File: src/hw/lds_pkg.sv
// Purpose: Shared constants and types for the LED driver serial register bank.
// Assumes: 24-bit setup and fault-flag words, eight monitored channel pairs.
// Notes:   Offsets are register indices as seen over the serial link.
package lds_pkg;
	localparam int          REG_WIDTH     = 24;
	localparam int          PAIR_COUNT    = 8;
	localparam int          CHAN_COUNT    = 16;
	localparam int          CRC_WIDTH     = 6;
	localparam logic        OFFSET_SETUP  = 1'h0;
	localparam logic        OFFSET_FAULT  = 1'h1;
	localparam int          SETUP_MON_LSB = 16;
	localparam int          FAULT_PAIR_LSB = 8;
	localparam int          FAULT_THERMAL = 7;
	localparam int          FAULT_CONFLICT = 6;
	localparam logic [6:0]  CRC_POLY      = 7'h43;
	localparam logic [23:0] SETUP_RESET   = 24'h000000;
	localparam logic [23:0] FAULT_RESET   = 24'h000000;
	localparam int          SYNC_STAGES   = 2;

	// One setup word split into its two fields
	typedef struct packed {
		logic [7:0]  monitorConfigBit;
		logic [15:0] outputSwitchBit;
	} lds_setup_type;

	// Analog fault inputs: open and short bits per monitored pair, plus one thermal bit
	typedef struct packed {
		logic [7:0] openLoad;
		logic [7:0] shortedLoad;
		logic       thermal;
	} lds_fault_in_type;
endpackage : lds_pkg

File: src/hw/lds_sync.sv
// Purpose: Two-flop synchroniser with edge detection for slow link pins.
// Assumes: Inputs change far slower than mclk.
// Notes:   Edge detection looks only at the second stage and its delayed copy.
`timescale 1ns/1ps
module lds_sync #(
	parameter int WIDTH = 1
) (
	input  wire logic             mclk,
	input  wire logic             rstn,
	input  wire logic [WIDTH-1:0] asyncIn,
	output logic      [WIDTH-1:0] syncOut,
	output logic      [WIDTH-1:0] riseOut,
	output logic      [WIDTH-1:0] fallOut
);
	logic [WIDTH-1:0] stage1_r;
	logic [WIDTH-1:0] stage2_r;
	logic [WIDTH-1:0] stage3_r;

	// First stage feeds only the second
	always_ff @(posedge mclk) begin
		if (!rstn) begin
			stage1_r <= '0;
			stage2_r <= '0;
			stage3_r <= '0;
		end else begin
			stage1_r <= asyncIn;
			stage2_r <= stage1_r;
			stage3_r <= stage2_r;
		end
	end

	// Edges taken after the metastability window
	assign syncOut = stage2_r;
	assign riseOut = stage2_r & ~stage3_r;
	assign fallOut = ~stage2_r & stage3_r;
endmodule : lds_sync

File: src/hw/lds_regs.sv
// Purpose: Serial setup and fault-flag registers of a 16-channel LED driver.
// Assumes: Host shift and latch clocks are much slower than mclk (160 ns vs 5 ns).
// Notes:   Analog detection arrives as levels; outputs are digital controls.
//          Standby and fault levels are foreign to mclk and are synchronised here.
//          Pin controls leave through flops, one cycle behind the registers.
`timescale 1ns/1ps
module lds_regs (
	input  wire logic                      mclk,
	input  wire logic                      rstn,
	input  wire logic                      standbySel,
	input  wire logic                      shiftClock,
	input  wire logic                      latchClock,
	input  wire logic                      serialIn,
	input  wire lds_pkg::lds_fault_in_type faultIn,
	output logic                           serialOutput,
	output logic [15:0]                    switchOn,
	output logic [7:0]                     monitorActive,
	output logic                           faultPinOe
);
	// Synchronised link pins and their edges
	logic                  pinSync;
	logic [1:0]            pinRise;
	logic [1:0]            pinFall;
	logic [1:0]            pinLevel;
	logic                  pinRise_unused;
	logic                  pinFall_unused;
	logic                  standbySync;
	lds_pkg::lds_fault_in_type faultSync;
	logic                  clrAll;
	// Shift chain, setup word and sticky flags
	logic [23:0]           shiftReg_r;
	logic [23:0]           setup_r;
	logic [23:0]           flags_r;
	// Decoded configuration, live faults and read word
	logic [7:0]            openNow;
	logic [7:0]            shortNow;
	logic [7:0]            conflict;
	logic                  conflictAny;
	logic [5:0]            crc;
	logic [23:0]           readWord;
	lds_pkg::lds_setup_type setupView;
	// Next values of the registered pin controls
	logic [15:0]           switchOn_nxt;
	logic [7:0]            monitorActive_nxt;
	logic                  faultPinOe_nxt;

	// Link pins are foreign to mclk and pass two flops first
	lds_sync #(
		.WIDTH(3)
	) u_sync (
		.mclk   (mclk),
		.rstn   (rstn),
		.asyncIn({serialIn, latchClock, shiftClock}),
		.syncOut({pinSync, pinLevel}),
		.riseOut({pinRise_unused, pinRise}),
		.fallOut({pinFall_unused, pinFall})
	);

	// Standby is a pin too; two flops keep a slow edge from splitting the clear
	lds_sync #(
		.WIDTH(1)
	) u_standby_sync (
		.mclk   (mclk),
		.rstn   (rstn),
		.asyncIn(standbySel),
		.syncOut(standbySync),
		.riseOut(),
		.fallOut()
	);

	// Analog fault levels settle through two flops before any flag logic
	lds_sync #(
		.WIDTH($bits(lds_pkg::lds_fault_in_type))
	) u_fault_sync (
		.mclk   (mclk),
		.rstn   (rstn),
		.asyncIn(faultIn),
		.syncOut(faultSync),
		.riseOut(),
		.fallOut()
	);

	// Power-on reset and standby both clear everything
	// Standby acts two cycles after its pin moves, the price of the synchroniser
	assign clrAll = !rstn || standbySync;

	assign setupView = lds_pkg::lds_setup_type'(setup_r);

	// Conflict: monitor bit and odd output bit both high
	always_comb begin
		for (int p = 0; p < lds_pkg::PAIR_COUNT; p++) begin
			conflict[p] = setupView.monitorConfigBit[p] && setupView.outputSwitchBit[2*p+1];
		end
	end
	assign conflictAny = |conflict;

	// Odd pin drives only when not a monitor, or when in conflict
	always_comb begin
		for (int p = 0; p < lds_pkg::PAIR_COUNT; p++) begin
			monitorActive_nxt[p] = setupView.monitorConfigBit[p] && !conflict[p];
			switchOn_nxt[2*p]    = setupView.outputSwitchBit[2*p];
			switchOn_nxt[2*p+1]  = setupView.outputSwitchBit[2*p+1] && !monitorActive_nxt[p];
			openNow[p]           = monitorActive_nxt[p] && setupView.outputSwitchBit[2*p]
				&& faultSync.openLoad[p];
			shortNow[p]          = monitorActive_nxt[p] && setupView.outputSwitchBit[2*p]
				&& faultSync.shortedLoad[p];
		end
	end

	// CRC: 24 data bits then six zeros, divided by the polynomial
	always_comb begin
		logic [29:0] work;
		work = {setup_r, 6'h00};
		for (int i = 29; i >= lds_pkg::CRC_WIDTH; i--) begin
			if (work[i]) begin
				work[i -: 7] = work[i -: 7] ^ lds_pkg::CRC_POLY;
			end
		end
		crc = work[5:0];
	end

	// Word presented to the host at latch time
	always_comb begin
		readWord = flags_r;
		for (int p = 0; p < lds_pkg::PAIR_COUNT; p++) begin
			readWord[lds_pkg::FAULT_PAIR_LSB+2*p+1] = flags_r[lds_pkg::FAULT_PAIR_LSB+2*p+1] | openNow[p];
			readWord[lds_pkg::FAULT_PAIR_LSB+2*p]   = flags_r[lds_pkg::FAULT_PAIR_LSB+2*p] | shortNow[p];
		end
		readWord[lds_pkg::FAULT_THERMAL]  = flags_r[lds_pkg::FAULT_THERMAL] | faultSync.thermal;
		readWord[lds_pkg::FAULT_CONFLICT] = flags_r[lds_pkg::FAULT_CONFLICT] | conflictAny;
		readWord[5:0] = crc;
	end

	// Shift chain: rise samples input, fall advances output, latch reloads
	always_ff @(posedge mclk) begin
		if (clrAll) begin
			shiftReg_r <= lds_pkg::FAULT_RESET;
		end else if (pinRise[1]) begin
			shiftReg_r <= readWord;
		end else if (pinRise[0]) begin
			shiftReg_r <= {shiftReg_r[22:0], pinSync};
		end
	end

	// Serial output held in a flop; MSB shows after latch, next bit on fall
	always_ff @(posedge mclk) begin
		if (clrAll) begin
			serialOutput <= 1'b0;
		end else if (pinRise[1]) begin
			serialOutput <= readWord[23];
		end else if (pinFall[0]) begin
			serialOutput <= shiftReg_r[23];
		end
	end

	// Setup register: write-only, stored on latch rise from shifted bits
	always_ff @(posedge mclk) begin
		if (clrAll) begin
			setup_r <= lds_pkg::SETUP_RESET;
		end else if (pinRise[1]) begin
			setup_r <= shiftReg_r;
		end
	end

	// Sticky flags; a latch reads them out, clearing only faults that ended
	always_ff @(posedge mclk) begin
		if (clrAll) begin
			flags_r <= lds_pkg::FAULT_RESET;
		end else if (pinRise[1]) begin
			flags_r <= '0;
			for (int p = 0; p < lds_pkg::PAIR_COUNT; p++) begin
				flags_r[lds_pkg::FAULT_PAIR_LSB+2*p+1] <= openNow[p];
				flags_r[lds_pkg::FAULT_PAIR_LSB+2*p]   <= shortNow[p];
			end
			flags_r[lds_pkg::FAULT_THERMAL]  <= faultSync.thermal;
			flags_r[lds_pkg::FAULT_CONFLICT] <= conflictAny;
		end else begin
			// Setting wins; the checksum field is never stored
			flags_r <= readWord & 24'hffffc0;
		end
	end

	// Open-drain fault pin pulled low while any flag is set or a conflict stands
	assign faultPinOe_nxt = (|flags_r[23:6]) || conflictAny;

	// Channel switches leave through flops so no decode glitch reaches a driver
	always_ff @(posedge mclk) begin
		if (clrAll) begin
			switchOn <= '0;
		end else begin
			switchOn <= switchOn_nxt;
		end
	end

	// Monitor selection registered with the switches, so a pair never shows both modes
	always_ff @(posedge mclk) begin
		if (clrAll) begin
			monitorActive <= '0;
		end else begin
			monitorActive <= monitorActive_nxt;
		end
	end

	// Fault pin one cycle behind the flags it reports
	always_ff @(posedge mclk) begin
		if (clrAll) begin
			faultPinOe <= 1'b0;
		end else begin
			faultPinOe <= faultPinOe_nxt;
		end
	end
endmodule : lds_regs

File: config.mk
export PLATFORM = sky130hd
export DESIGN_NAME = lds_regs
export DESIGN_NICKNAME = d
export VERILOG_FILES = /design/src/hw/lds_pkg.sv /design/src/hw/lds_sync.sv /design/src/hw/lds_regs.sv
export SDC_FILE = /design/constraint.sdc
export NUM_CORES = 1
export LEC_CHECK = 0
export BUFFER_PORTS_ARGS = -buffer_cell sky130_fd_sc_hd__buf_2
export CAP_MARGIN = 20
export CORE_AREA = 4 4 118 120
export DETAILED_ROUTE_END_ITERATION = 16
export DIE_AREA = 0 0 122 124
export GPL_TIMING_DRIVEN = 0
export SLEW_MARGIN = 20
export SYNTH_ARGS = -nofsm -noshare
export SYNTH_HDL_FRONTEND = slang
export SYNTH_SLANG_ARGS = --single-unit
File: constraint.sdc
create_clock -name mclk -period 3 [get_ports mclk]
set_input_delay 0.6 -clock mclk [delete_from_list [all_inputs] [get_ports mclk]]
set_output_delay 0.6 -clock mclk [all_outputs]
set_load 0.02 [all_outputs]
# Word-level counts from Yosys, hierarchy flattened
# Index checks and enable logic that the tools add are counted.
[totals]
register_bits = 142
input_bits = 23
out_inout_bits = 26
wordCells = 160
[op_classes]
n_mux = 29
bitwise = 46
n_reduce_logical = 71
[ops]
columns = ["operator", "count"]
rows = [
  ["two-way mux 24 bit", 3],
  ["inverter 2 bit", 25],
  ["logical AND 1 bit", 48],
  ["two-way mux 2 bit", 24],
  ["OR 1 bit", 18],
  ["OR reduction 18 bit", 1],
  ["logical NOT 1 bit", 17],
  ["OR reduction 8 bit", 1],
  ["nonzero test 2 bit", 2],
  ["bitwise AND 2 bit", 1],
  ["logical OR 1 bit", 2],
  ["two-way mux 1 bit", 2],
  ["bitwise AND 1 bit", 1],
  ["inverter 1 bit", 1],
]

# Longest topological paths before layout
[logic_depth]
word_depth = 49
mapped_depth = 7
mapped_depth_nobuf = 5

# Hierarchy
# Synthesis repeated with hierarchy kept, for this count alone.
[hier_totals]
hier_cells = 547
hier_area_um2 = 5874.4
[by_module_without_submodules]
columns = ["mod", "n_inst", "cells_per_inst", "area_per_inst_um2", "seq_area_each_um2"]
rows = [
  ["lds_regs", 1, 374, 3917.5, 1841.8],
  ["lds_sync at u_fault_sync", 1, 141, 1591.5, 1021.0],
  ["lds_sync at u_sync", 1, 24, 274.0, 180.2],
  ["lds_sync at u_standby_sync", 1, 8, 91.3, 60.1],
]

# Worst setup path after synthesis
# No wires, ideal clock.
[synth_path]
kind = "register to register"
from = "register setup_r[19], in the netlist setupView[19]"
to = "register shiftReg_r[4]"
setup_ns = 0.116
t_arrival_ns = 1.593
required_ns = 2.884
path_slack_ns = 1.291
path_stages_with_launch = 6
path_buffers = 0
period_less_slack_ns = 1.709
path_cell_list = "dfxtp_1 xnor2_1 xnor3_1 xor3_1 or3_1 and3_1"
[synth_between]
elab_chain_len = 7
[synth_rtl]
columns = ["element", "line", "source"]
rows = [
  ["from (decl)", "lds_regs.sv:32", "logic [23:0] setup_r;"],
  ["from (signal assigned)", "lds_regs.sv:159", "setup_r <= lds_pkg::SETUP_RESET;"],
  ["from (signal assigned)", "lds_regs.sv:161", "setup_r <= shiftReg_r;"],
  ["two-way mux 2 bit (*)", "lds_regs.sv:115", "if (work[i]) begin"],
  ["two-way mux 2 bit or inverter 2 bit (tied branches) (3 in a row)", "-", ""],
  ["inverter 2 bit (no source line) or two-way mux 2 bit (tied branches)", "-", ""],
  ["two-way mux 2 bit (*)", "lds_regs.sv:115", ""],
  ["two-way mux 24 bit (*)", "lds_regs.sv:138", "end else if (pinRise[1]) begin"],
  ["to (signal assigned)", "lds_regs.sv:137", "shiftReg_r <= lds_pkg::FAULT_RESET;"],
  ["to (signal assigned)", "lds_regs.sv:139", "shiftReg_r <= readWord;"],
  ["to (signal assigned)", "lds_regs.sv:141", "shiftReg_r <= {shiftReg_r[22:0], pinSync};"],
  ["to (decl)", "lds_regs.sv:31", "logic [23:0] shiftReg_r;"],
]
# Every way passes the cells marked *; elsewhere a longest branch is shown, timed or not.
# A chain may end at the register's enable or synchronous reset.

# Worst setup path after layout
[layout_path]
from = "register setup_r[23], in the netlist setupView[23]"
to = "register shiftReg_r[1]"
[layout_between]
elab_chain_len = 12
[layout_rtl]
columns = ["element", "line"]
rows = [
  ["two-way mux 2 bit (*)", "lds_regs.sv:115"],
  ["two-way mux 2 bit or inverter 2 bit (tied branches) (2 in a row)", "-"],
  ["inverter 2 bit (no source line) or two-way mux 2 bit (tied branches)", "-"],
  ["two-way mux 2 bit or inverter 2 bit (tied branches) (2 in a row)", "-"],
  ["inverter 2 bit (no source line) or two-way mux 2 bit (tied branches)", "-"],
  ["two-way mux 2 bit or inverter 2 bit (tied branches) (2 in a row)", "-"],
  ["inverter 2 bit (no source line) or two-way mux 2 bit (tied branches)", "-"],
  ["two-way mux 2 bit (*)", "lds_regs.sv:115"],
  ["two-way mux 24 bit (*)", "lds_regs.sv:138"],
]
# Marks and branches as above.

==> out/results.ini <==
[floorplan]
start_util=0.390
rows=42
core-area_um2=13000
die_y_um=124
io_pins=49
die_area_um2=15100
fp.dieW_um=122

[timing]
min_period_over_period=0.646
fmax_mhz=516
layout_min_cycle_time_ns=1.94
setup_tns_ns=0
hold_violations=0
rsz0062_at_grt=no
skew_ns=0.0162
tightest_slew_ns=0.613
finalMaxSlewViolations=0
finalSetupViolCount=0
max_slew_margin=0.592

[global_route]
antenna_found_initial=0
overflow=0
grt_max_degree=17
grt_pass1_vias=3585
grt.total_usage=0.158
grt_pass1_wl_mm=18.0

[yosys]
avgSynthCellArea_um2=9.87
yosysSeqAreaShare=0.538
synth_cell_types=37
synthCells=513
yosysTopAreaCell=dfxtp_1
synth_common_cells=dfxtp_1, nand2_1, and2_1
synth_top_area_share=0.538
ys_ff_latch=136
synth_ff_type=dfxtp_1
ys_warn_count=0
syn-cell-area_um2=5060
async_flop_share=0
synth.area.top_cells=dfxtp_1, nand2_1, and2_1
synth.most_common_cell=dfxtp_1
syn_nets=536
synth-edff-count=0

[route]
wl_per_cell_um=14.2
routed-via-count=3600
routed_wl_mm=11.0
vias_per_cell=4.68
drc=0
detail-route-antenna-nets=0
drt_iter0_drc=260
firstDrtPassIters=4

[run]
maxCapViolations=0

[setup_path]
cp.required_ns=3.31
critPathArrivalTime_ns=2.24
crit_path_start_kind=flip-flop
path_delay_family=XOR/XNOR gates
crit_type=reg -> reg
crit_buf_inv=0
crit_fanout=6
path_cells=xnor3_2, xnor2_4, xor2_2, xnor2_1, o211a_1
critical_path.slowest_cell=xnor3_2
cpPeakStageDelay_ns=0.54
worstSetupEndpointType=flip-flop

[placed_design]
place.gp.congestion=0.899
port_buffers=48
hpwl_mm=8.19

[pwr]
p_leak_nw=2.52
powerDensity_nw_per_um2=667
vdd_drop_max_mv=0.347

[finish]
final_nets=603
diodes=0
area_growth_pct=20.8
n_fill_cell=1283
fin_util=0.471
layout-drive-gt1-share=0.155

[cts]
cts-resized-gates=0
clk_pin_slew_ns=0.06
cts_inserted_buffers=17
cts_hold_buf=0
cts-root-buf=clkbuf_16
clkSinkCount=136
tritoncts=done
clock_path_buffers=2
cts-htree-levels=4
clk_latency_ns=0.42
post_cts_buffers=0

[worst_hold_path]
hold_class=in -> reg

[run_status]
status=finished, final reports clean

layout by cell type (no fill, tap or decap), types with 2 or more instances in the layout:
master        n
buf_2        51
mux2i_1      16
xor2_2        2
xnor3_1       7
nand2b_1      4
bufinv_16     2
a221oi_1     15
clkbuf_16    17
buf_6         3
clkinvlp_4    5
nor2_1       21
a21oi_1      47
xnor2_1      20
nand4_1       2
a311oi_1      2
and3b_1       7
clkbuf_8      3
dfxtp_1     136
clkinv_4      2
nor4_1        4
a22oi_1       5
nand2_1     101
nand3_1       6
nor2b_1       3
nor3b_1       7
clkbuf_1     28
a31oi_1       2
and2_1       60
through the flow:
stage               hold slack [ns]  std cells  instance area, µm²  setup WS [ns]  power [mW]
floorplan                     0.412        513                5060           1.29        2.04
global placement              0.418        737                5530          0.946        2.10
detailed placement            0.418        737                5530          0.954        2.10
CTS                           0.365        769                6120           1.06        4.13
global route                  0.367        769                6120          0.991        4.24
finish                        0.378        769                6120           1.06        4.08
registers in the layout, summed over array words and instances, names as in the netlist:
name	flops
faultPinOe	1
setupView	24
u_standby_sync.stage1_r	1
serialOutput	1
u_fault_sync.syncOut	17
u_sync.stage3_r	2
shiftReg_r	24
u_sync.syncOut	3
flags_r	18
u_standby_sync.syncOut	1
monitorActive	8
switchOn	16
u_sync.stage1_r	3
u_fault_sync.stage1_r	17
per-layer routing:
layer	global-route usage	vias to the layer above	share of wire
met5	0	-	0
met4	0.0763	0	0.011
met3	0.0468	10	0.059
met2	0.263	93	0.48
met1	0.186	1650	0.45
li1	-	1847	-
layout make-up:
cell class	count	area, µm²	share of cell area
buffer	34	165	0.0270
clock buffer	22	474	0.0775
clock inverter	10	120	0.0196
multi-input combinational	343	2180	0.356
sequential	136	2720	0.445
tap	176	220	0.0360
timing repair buffer	48	240	0.0393
worst paths after layout:
kind	start	endpoint	slack, ns	depth (start not counted)
hold / removal	serialIn	u_sync.stage1_r[2]	0.38	2
setup / recovery	setupView[23]	shiftReg_r[1]	1.06	5
setup reg to reg	setupView[23]	shiftReg_r[1]	1.06	5
hold reg to reg	u_standby_sync.stage1_r	u_standby_sync.syncOut	0.43	1
report_power, final:
part | switching (mW) | internal (mW) | total (mW)
clock network | 0.734 | 1.29 | 2.02
logic | 0.104 | 0.0791 | 0.183
registers | 0.0249 | 1.86 | 1.88
worst reg2reg max path: stages, from the launching register on:
cell	delay, ns
dfxtp_1	0.51
xnor3_2	0.54
xnor2_4	0.22
xor2_2	0.25
xnor2_1	0.11
o211a_1	0.20
cell families (layout without fill, tap and decap cells):
group,Yosys count,count (layout),synth area share
AO/OA/AOI/OAI,73,73,0.0894
XOR/XNOR,34,34,0.0919
AND/OR/NAND/NOR,220,220,0.217
multiplexers,16,16,0.0316
flip-flops,136,136,0.538
buffers and inverters,34,114,0.0326
Note: power is estimated with default switching activity, not from simulation.
